--- src/rtl/pmfcp_defs.vh ---
// Constants for the flash command port controller: command bytes, ops and timing
`ifndef PMFCP_DEFS_VH
`define PMFCP_DEFS_VH

// System clock period
`define PMFCP_CLK_NS 4

// Command bytes written in the first (and second) command cycle
`define PMFCP_CMD_READ 8'h00
`define PMFCP_CMD_PROG 8'h40
`define PMFCP_CMD_ERASE 8'h20
`define PMFCP_CMD_STATUS 8'h71
// Filler for page bytes that must stay unchanged
`define PMFCP_FILL_BYTE 8'hff

// User operation codes
`define PMFCP_OP_READ 2'h0
`define PMFCP_OP_PROG 2'h1
`define PMFCP_OP_ERASE 2'h2
`define PMFCP_OP_STATUS 2'h3

// Page geometry and write cycle counts
`define PMFCP_PAGE_BYTES 128
`define PMFCP_PROG_WRITES 8'd129
`define PMFCP_TWO_WRITES 8'd2
// Bit of the data bus polled for completion
`define PMFCP_POLL_BIT 6

// Pin timing figures in their own units
`define PMFCP_TWEP_NS 70
`define PMFCP_TDH_NS 50
`define PMFCP_TOE_NS 150
`define PMFCP_TDF_NS 100
`define PMFCP_TNXT_US 20
`define PMFCP_TACC_US 20
`define PMFCP_TSTS_MS 1
`define PMFCP_TOSC_MS 20
`define PMFCP_TSETUP_MS 10
`define PMFCP_TERASE_MAX_MS 40000

// Least times rounded up to whole clock cycles
`define PMFCP_TWEP_CYC ((`PMFCP_TWEP_NS + `PMFCP_CLK_NS - 1) / `PMFCP_CLK_NS)
`define PMFCP_TDH_CYC ((`PMFCP_TDH_NS + `PMFCP_CLK_NS - 1) / `PMFCP_CLK_NS)
`define PMFCP_TOE_CYC ((`PMFCP_TOE_NS + `PMFCP_CLK_NS - 1) / `PMFCP_CLK_NS)
`define PMFCP_TDF_CYC ((`PMFCP_TDF_NS + `PMFCP_CLK_NS - 1) / `PMFCP_CLK_NS)
`define PMFCP_TNXT_CYC ((`PMFCP_TNXT_US * 1000 + `PMFCP_CLK_NS - 1) / `PMFCP_CLK_NS)
`define PMFCP_TACC_CYC ((`PMFCP_TACC_US * 1000 + `PMFCP_CLK_NS - 1) / `PMFCP_CLK_NS)
`define PMFCP_TSTS_CYC ((`PMFCP_TSTS_MS * 1000000 + `PMFCP_CLK_NS - 1) / `PMFCP_CLK_NS)
`define PMFCP_TINIT_CYC (((`PMFCP_TOSC_MS + `PMFCP_TSETUP_MS) * 1000000 + `PMFCP_CLK_NS - 1) / `PMFCP_CLK_NS)
// Poll attempts covering the longest erase, one poll per command gap
`define PMFCP_POLL_LIMIT (`PMFCP_TERASE_MAX_MS * 1000 / `PMFCP_TNXT_US)

`endif

--- src/rtl/pmfcp_ctrl.v ---
// Programmer-side controller driving the flash command port pins
// Behaviour
// - First write byte picks read, program, erase or status; erase and status repeat it.
// - Program is one command write plus 128 data writes, 129 in all.
// - Page bytes are sent back to back; device programs the page at once.
// - Short pages are padded by the user with 0xff bytes to full 128.
// - Page address is set at the second write and held for the rest.
// - No command is written while program is still running inside; after a poll timeout the next command is written unchecked.
// - Each page is programmed once between erases; the user must keep this.
// - Completion is read on the poll line; a status read then confirms it.
// - Polling starts at least 1 ms after the last page byte.
// - Status read follows program or erase without dropping power.
`timescale 1ns/1ns
`default_nettype none
`include "pmfcp_defs.vh"
module pmfcp_ctrl #(
    parameter AW = 18,
    parameter PAGE_BYTES = `PMFCP_PAGE_BYTES,
    parameter TNXT_CYC = `PMFCP_TNXT_CYC,
    parameter TACC_CYC = `PMFCP_TACC_CYC,
    parameter TSTS_CYC = `PMFCP_TSTS_CYC,
    parameter TINIT_CYC = `PMFCP_TINIT_CYC,
    parameter POLL_LIMIT = `PMFCP_POLL_LIMIT
) (
    input wire sys_clk,
    input wire rst,
    input wire cmd_valid,
    input wire [1:0] cmd_op,
    input wire [AW-1:0] cmd_addr,
    output reg cmd_ready,
    input wire pg_valid,
    input wire [7:0] pg_data,
    output reg pg_ready,
    output reg rsp_valid,
    output reg [7:0] rsp_data,
    output reg rsp_timeout,
    output reg busy,
    output reg ce_n,
    output reg oe_n,
    output reg we_n,
    output reg fwe,
    output reg [AW-1:0] addr,
    output reg [7:0] dq_out,
    output reg dq_oe,
    input wire [7:0] dq_in
);
    localparam [3:0] S_INIT = 4'h0;
    localparam [3:0] S_IDLE = 4'h1;
    localparam [3:0] S_WLOW = 4'h2;
    localparam [3:0] S_WHOLD = 4'h3;
    localparam [3:0] S_WGAP = 4'h4;
    localparam [3:0] S_WNEED = 4'h5;
    localparam [3:0] S_PWAIT = 4'h6;
    localparam [3:0] S_RACC = 4'h7;
    localparam [3:0] S_RDF = 4'h8;

    reg [3:0] state_r;
    reg [1:0] op_r;
    reg [7:0] wr_idx_r;
    reg [7:0] rdata_r;
    reg polling_r;
    reg [31:0] poll_cnt_r;
    reg tmr_load_r;
    reg [31:0] tmr_val_r;
    wire tmr_done;

    // Command byte for each user operation
    function [7:0] pmfcp_cmd_byte;
        input [1:0] op;
        begin
            case (op)
                `PMFCP_OP_READ: pmfcp_cmd_byte = `PMFCP_CMD_READ;
                `PMFCP_OP_PROG: pmfcp_cmd_byte = `PMFCP_CMD_PROG;
                `PMFCP_OP_ERASE: pmfcp_cmd_byte = `PMFCP_CMD_ERASE;
                default: pmfcp_cmd_byte = `PMFCP_CMD_STATUS;
            endcase
        end
    endfunction

    // Shared phase timer
    pmfcp_timer #(
        .W(32)
    ) u_timer (
        .sys_clk(sys_clk),
        .rst(rst),
        .load(tmr_load_r),
        .load_val(tmr_val_r),
        .expired(tmr_done)
    );

    // Arm the phase timer
    task arm;
        input [31:0] cyc;
        begin
            tmr_load_r <= 1'b1;
            tmr_val_r <= cyc;
        end
    endtask

    // Open a write cycle: data out, WE low for the pulse width
    task begin_wr;
        input [7:0] wbyte;
        begin
            dq_out <= wbyte;
            dq_oe <= 1'b1;
            we_n <= 1'b0;
            wr_idx_r <= wr_idx_r + 8'd1;
            arm(`PMFCP_TWEP_CYC);
            state_r <= S_WLOW;
        end
    endtask

    // Open a read cycle with the given access time
    task begin_rd;
        input [31:0] acc;
        begin
            oe_n <= 1'b0;
            arm(acc);
            state_r <= S_RACC;
        end
    endtask

    // Close the operation and hand the result back
    task finish;
        input [7:0] res;
        input tout;
        begin
            rsp_valid <= 1'b1;
            rsp_data <= res;
            rsp_timeout <= tout;
            ce_n <= 1'b1;
            fwe <= 1'b0;
            busy <= 1'b0;
            cmd_ready <= 1'b1;
            polling_r <= 1'b0;
            state_r <= S_IDLE;
        end
    endtask

    // Sequencer for command, page, poll and read cycles
    always @(posedge sys_clk) begin
        if (rst) begin
            state_r <= S_INIT;
            op_r <= `PMFCP_OP_READ;
            wr_idx_r <= 8'd0;
            rdata_r <= 8'h00;
            polling_r <= 1'b0;
            poll_cnt_r <= 32'h0;
            tmr_load_r <= 1'b1;
            tmr_val_r <= TINIT_CYC;
            cmd_ready <= 1'b0;
            pg_ready <= 1'b0;
            rsp_valid <= 1'b0;
            rsp_data <= 8'h00;
            rsp_timeout <= 1'b0;
            busy <= 1'b1;
            ce_n <= 1'b1;
            oe_n <= 1'b1;
            we_n <= 1'b1;
            fwe <= 1'b0;
            addr <= {AW{1'b0}};
            dq_out <= 8'h00;
            dq_oe <= 1'b0;
        end else begin
            tmr_load_r <= 1'b0;
            rsp_valid <= 1'b0;
            case (state_r)
                S_INIT: begin
                    // Hold off until oscillator and mode setup have passed
                    if (tmr_done) begin
                        busy <= 1'b0;
                        cmd_ready <= 1'b1;
                        state_r <= S_IDLE;
                    end
                end
                S_IDLE: begin
                    // Accept one operation; refused while any is running
                    if (cmd_valid && cmd_ready) begin
                        cmd_ready <= 1'b0;
                        busy <= 1'b1;
                        op_r <= cmd_op;
                        addr <= cmd_addr;
                        ce_n <= 1'b0;
                        fwe <= (cmd_op == `PMFCP_OP_PROG) || (cmd_op == `PMFCP_OP_ERASE);
                        poll_cnt_r <= 32'h0;
                        wr_idx_r <= 8'd0;
                        dq_out <= pmfcp_cmd_byte(cmd_op);
                        dq_oe <= 1'b1;
                        we_n <= 1'b0;
                        arm(`PMFCP_TWEP_CYC);
                        state_r <= S_WLOW;
                        wr_idx_r <= 8'd1;
                    end
                end
                S_WLOW: begin
                    // WE rises; data stays for the hold time
                    if (tmr_done) begin
                        we_n <= 1'b1;
                        arm(`PMFCP_TDH_CYC);
                        state_r <= S_WHOLD;
                    end
                end
                S_WHOLD: begin
                    if (tmr_done) begin
                        dq_oe <= 1'b0;
                        arm(TNXT_CYC);
                        state_r <= S_WGAP;
                    end
                end
                S_WGAP: begin
                    // Command cycle time passed; pick the next step
                    if (tmr_done) begin
                        case (op_r)
                            `PMFCP_OP_READ: begin
                                begin_rd(TACC_CYC);
                            end
                            `PMFCP_OP_PROG: begin
                                if (wr_idx_r == `PMFCP_PROG_WRITES) begin
                                    arm(TSTS_CYC);
                                    polling_r <= 1'b1;
                                    state_r <= S_PWAIT;
                                end else begin
                                    pg_ready <= 1'b1;
                                    state_r <= S_WNEED;
                                end
                            end
                            `PMFCP_OP_ERASE: begin
                                if (wr_idx_r == `PMFCP_TWO_WRITES) begin
                                    arm(TSTS_CYC);
                                    polling_r <= 1'b1;
                                    state_r <= S_PWAIT;
                                end else begin
                                    begin_wr(`PMFCP_CMD_ERASE);
                                end
                            end
                            default: begin
                                if (wr_idx_r == `PMFCP_TWO_WRITES) begin
                                    begin_rd(`PMFCP_TOE_CYC);
                                end else begin
                                    begin_wr(`PMFCP_CMD_STATUS);
                                end
                            end
                        endcase
                    end
                end
                S_WNEED: begin
                    // Page byte from the user; address stays at the page base
                    if (pg_valid && pg_ready) begin
                        pg_ready <= 1'b0;
                        begin_wr(pg_data);
                    end
                end
                S_PWAIT: begin
                    if (tmr_done) begin
                        begin_rd(`PMFCP_TOE_CYC);
                    end
                end
                S_RACC: begin
                    if (tmr_done) begin
                        rdata_r <= dq_in;
                        oe_n <= 1'b1;
                        arm(`PMFCP_TDF_CYC);
                        state_r <= S_RDF;
                    end
                end
                S_RDF: begin
                    if (tmr_done) begin
                        if (!polling_r) begin
                            finish(rdata_r, 1'b0);
                        end else if (rdata_r[`PMFCP_POLL_BIT]) begin
                            // Done: confirm with a status read, power kept on
                            polling_r <= 1'b0;
                            fwe <= 1'b0;
                            op_r <= `PMFCP_OP_STATUS;
                            wr_idx_r <= 8'd0;
                            dq_out <= `PMFCP_CMD_STATUS;
                            dq_oe <= 1'b1;
                            we_n <= 1'b0;
                            wr_idx_r <= 8'd1;
                            arm(`PMFCP_TWEP_CYC);
                            state_r <= S_WLOW;
                        end else if (poll_cnt_r == POLL_LIMIT) begin
                            finish(rdata_r, 1'b1);
                        end else begin
                            poll_cnt_r <= poll_cnt_r + 32'd1;
                            arm(TNXT_CYC);
                            state_r <= S_PWAIT;
                        end
                    end
                end
                default: begin
                    finish(8'h00, 1'b1);
                end
            endcase
        end
    end
endmodule
`default_nettype wire

--- src/rtl/pmfcp_timer.v ---
// Reloadable down-counter timing the pin phases
`timescale 1ns/1ns
`default_nettype none
module pmfcp_timer #(
    parameter W = 32
) (
    input wire sys_clk,
    input wire rst,
    input wire load,
    input wire [W-1:0] load_val,
    output wire expired
);
    reg [W-1:0] cnt_r;

    // Load on request, otherwise count down to zero and stop
    always @(posedge sys_clk) begin
        if (rst) begin
            cnt_r <= {W{1'b0}};
        end else if (load) begin
            cnt_r <= load_val;
        end else if (cnt_r != {W{1'b0}}) begin
            cnt_r <= cnt_r - {{(W-1){1'b0}}, 1'b1};
        end
    end

    // Not expired in the load cycle, so a stale zero is never seen
    assign expired = (cnt_r == {W{1'b0}}) && !load;
endmodule
`default_nettype wire

--- config.mk ---
export PLATFORM = sky130hd
export DESIGN_NAME = pmfcp_ctrl
export DESIGN_NICKNAME = d
export VERILOG_FILES = /design/src/rtl/pmfcp_ctrl.v /design/src/rtl/pmfcp_timer.v
export VERILOG_INCLUDE_DIRS = /design/src /design/src/rtl
export SDC_FILE = /design/constraint.sdc
export NUM_CORES = 1
export LEC_CHECK = 0
export BUFFER_PORTS_ARGS = -buffer_cell sky130_fd_sc_hd__buf_2
export CAP_MARGIN = 20
export CORE_UTILIZATION = 45
export DETAILED_ROUTE_END_ITERATION = 10
export GPL_TIMING_DRIVEN = 1
export SYNTH_ARGS = -nofsm -noshare
export SYNTH_HDL_FRONTEND = slang
export SYNTH_SLANG_ARGS = --single-unit
--- constraint.sdc ---
create_clock -name sys_clk -period 9.74 [get_ports sys_clk]
set_input_delay 1.461 -clock sys_clk [delete_from_list [all_inputs] [get_ports sys_clk]]
set_output_delay 1.461 -clock sys_clk [all_outputs]
set_load 0.01 [all_outputs]
==> metrics.md <==
| Metric | Value |
|---|---|
| CP Launch Type | `flop` |
| Worst EP required | `10060 ps` |
| Antenna diodes | `0` |
| Post-synth top area share | `0.410` |
| Area of the mapped netlist | `6980 sq um` |
| Relative slew slack | `0.290` |
| Net switching power | `approximately 0.0005 W` |
| Area contributors post-synth | `dfxtp_1 (41%), a21oi_1 (6.8%), nand2_1 (5.9%)` |
| CTS H-tree depth | `4` |
| Internal | `around 0.0011 W` |
| Cell mode on critical path | `or4_1` |
| HP Start | `dq_out[2]$_SDFFE_PP0P_` |
| Largest net degree at the start of global routing | `63` |
| RSZ-0062 raised after global routing | `no` |
| Clock sinks | `143` |
| Kind of critical path | `flop to flop` |
| Vias per cell | `5.92` |
| Gr ovfl total | `0` |
| Via count | `6665` |
| Iter 0 DRT Violations | `577` |
| Worst VDD drop | `between 0.1 and 0.15 mV` |
| Fin crit period | `3860 ps` |
| # placed instances | `1094` |
| CTS root buffer | `clkbuf_16` |
| Worst-path fanout max | `between 50 and 60` |
| Hold Path Sink | `dq_out[2]$_SDFFE_PP0P_` |
| Postcts setup bufs | `0` |
| Synth area leader | `dfxtp_1` |
| Actual slew at the worst max-slew pin | `around 1100 ps` |
| Global-route wire length before repair | `29800 um` |
| Final ANT Viol Nets | `0` |
| Yosys cell types | `58` |
| Hold slack final | `448 ps` |
| Slowest cell on the critical path | `or4b_1` |
| Flop-to-flop setup slack | `5880 ps` |
| Gate power share | `0.189` |
| Layout Utilization | `0.534` |
| Clk slew on worst S/H paths | `60 ps` |
| Antenna violations before repair | `0` |
| Core box area | `15100 sq um` |
| Initial Utilization | `0.461` |
| Tcrit/Tclk final | `0.397` |
| Worst r2r dst | `poll_cnt_r[13]$_SDFFE_PP0P_` |
| Main synth FF type | `dfxtp_1` |
| Syn_nets | `925` |
| Max Cap Viol | `0` |
| CTS Buf Count | `17` |
| Post-synthesis sequential area ratio | `0.410` |
| Wire length per cell | `16.1 um` |
| Die Width | `~130 um` |
| # IOs | `84` |
| Routability Congestion | `0.931` |
| Power share of the clock group | `0.399` |
| Max-slew violation count | `0` |
| Number of synthesized flops with an enable pin | `0` |
| Cells after Synth | `slightly below 900` |
| Sum Neg Setup Slack | `0 ps` |
| Buf+Inv Stages, Crit Path | `1` |
| IO buf count | `83` |
| Leakage | `just under 3 nW` |
| Async set-or-reset flop fraction in the synthesized netlist | `0` |
| Cell row count | `45` |
| Die area | `approximately 16000 sq um` |
| Syn_area_per_cell | `around 8.0 sq um` |
| CTS resizes | `0` |
| Family with the most delay on the worst path | `simple AND/OR/NAND/NOR gates` |
| Reg-to-reg startpoint | `u_timer.cnt_r[21]$_SDFFE_PP0N_` |
| Finished Layout Cells | `1126` |
| Hold Path Depth | `2` |
| GRT Util Overall | `0.232` |
| Clock Path Buffers | `2` |
| Synth Register Bits | `143` |
| Die Span Y | `127 um` |
| Hold WC Path Type | `flop to flop` |
| Status | `finished clean` |
| Routed WL | `around 18000 um` |
| Final net count | `approximately 1000` |
| R2R depth | `7` |
| Fin. Hold Viols | `0` |
| CP Capture Type | `flop` |
| Max Clk Rate | `between 200 and 300 MHz` |
| CTS tree | `built` |
| Clock Skews | `13.8 ps` |
| DRC violations left | `0` |
| Switching Fraction | `0.310` |
| Reg power frac | `0.411` |
| Synth-to-Final Area Change | `15.9%` |
| YS warnings | `0` |
| First-pass DRT Iterations | `5` |
| Worst skew pair latency | `between 400 and 500 ps` |
| Hold-fix buffers, CTS | `0` |
| Finish-stage setup viols | `0` |
| Power Dens Cells | `201 nW/um^2` |
| Critical path, cell by cell | `or4_1 > or3_1 > or4b_1 > a221o_1 > buf_4 > or4_1 > a21oi_1` |
| CP peak stage delay | `890 ps` |
| CP arrival | `about 4200 ps` |
| Vias in the first global route | `6097` |
| Share of cells above drive strength 1 | `0.146` |
| DP Wirelength | `12600 um` |
==> state kept, by name (all words and copies together) (netlist names), 2 cells and up <==
name / count
rsp_data: 8
rdata_r: 8
tmr_val_r: 11
op_r: 2
dq_out: 8
wr_idx_r: 8
addr: 18
state_r: 4
u_timer.cnt_r: 32
poll_cnt_r: 32
==> Yosys cell counts, drive strengths merged (3+ instances only) <==
cell type	n
dfxtp	143
nand2	110
a21oi	95
nor2	51
clkbuf	50
o21ai	43
nand3	39
nor3	33
or3	33
inv	27
nand4	20
or4	18
xnor2	18
nor4	16
ha	15
nor4b	12
o21a	12
xor2	11
a211oi	10
o211ai	9
o31ai	9
a22o	7
and3	7
a21boi	6
a31oi	6
a311oi	5
and2	5
buf	5
or2	5
a31o	4
mux2i	4
nand2b	4
a221oi	3
nand4b	3
o311a	3
o31a	3
==> metrics by stage <==
stage / worst slack, ps / area [sq um] / power, W
after floorplan: 6530 / 6980 / 0.000896
after global placement: 5680 / 7490 / 0.000973
after detailed placement: 5590 / 7500 / 0.000983
after CTS: 5890 / 8090 / 0.00163
after global routing: 5650 / 8090 / 0.00171
final: 5880 / 8090 / 0.00163
==> cells by family after synthesis <==
family | after synthesis | synth area share
and+or+nand+nor | 367 | 0.272
AOI/OAI and AO/OA | 230 | 0.204
DFF | 143 | 0.410
buffers and inverters | 82 | 0.0445
xor gates and xnor gates | 29 | 0.0364
adders and majority gates | 15 | 0.0269
muxes | 4 | 0.00574
==> worst reg2reg max path: cells and delay by family, from the launching register on <==
family,cells,cell delay (ps)
AND/OR/NAND/NOR,4,2520
AO/OA/AOI/OAI,2,630
flip-flops,1,340
buffers and inverters,1,270
==> placed cells by master, fill, tap and decap left out, types with 9 or more instances in the layout <==
cell / instances
inv_1: 27
nor4b_1: 10
o31ai_1: 9
o21a_1: 12
buf_2: 83
o21ai_0: 41
xnor2_1: 18
nor2_1: 51
nand4_1: 20
o211ai_1: 9
or3_1: 33
nor4_1: 15
a21oi_1: 95
xor2_1: 11
nor3_1: 32
nand3_1: 39
or4_1: 18
nand2_1: 110
ha_1: 15
clkbuf_16: 17
a211oi_1: 9
dfxtp_1: 143
==> final cells by class <==
| cell class | instances | area (sq um) |
|---|---|---|
| clock buffers | 18 | 429 |
| clock inverters | 14 | 158 |
| fillers | 1427 | 7060 |
| inverters | 27 | 101 |
| multi-input cells | 645 | 3820 |
| flip-flops and latches | 143 | 2860 |
| well taps | 188 | 235 |
| repair buffers | 91 | 479 |
==> how the worst max path moves through the flow <==
stage | from | to | slack (ps) | cells after the start
floorplan | u_timer.cnt_r[21]$_SDFFE_PP0N_ | poll_cnt_r[11]$_SDFFE_PP0P_ | 6530 | 9
global placement | rst | poll_cnt_r[28]$_SDFFE_PP0P_ | 5680 | 6
detailed placement | rst | poll_cnt_r[9]$_SDFFE_PP0P_ | 5590 | 6
CTS | u_timer.cnt_r[21]$_SDFFE_PP0N_ | poll_cnt_r[13]$_SDFFE_PP0P_ | 5890 | 7
global route | state_r[0]$_SDFFE_PP0P_ | poll_cnt_r[28]$_SDFFE_PP0P_ | 5650 | 6
finish | u_timer.cnt_r[21]$_SDFFE_PP0N_ | poll_cnt_r[13]$_SDFFE_PP0P_ | 5880 | 7
==> power groups by stage <==
stage | clock [W] | sequential (W) | combinational (W)
finish | 0.000649 | 0.000669 | 0.000307
floorplan | 0 | 0.000668 | 0.000228
global placement | 0 | 0.000678 | 0.000294
CTS | 0.000662 | 0.000668 | 0.000305
global route | 0.000688 | 0.000675 | 0.000342
detailed placement | 0 | 0.000680 | 0.000303
==> per-layer routing <==
metal | global-route usage | share of wire | up-vias
li1 | - | - | 3287
met1 | 0.308 | 0.46 | 3133
met2 | 0.366 | 0.46 | 216
met3 | 0.0515 | 0.056 | 29
met4 | 0.0950 | 0.018 | 0
met5 | 0 | 0 | -
Note: power is estimated with default switching activity, not from simulation.
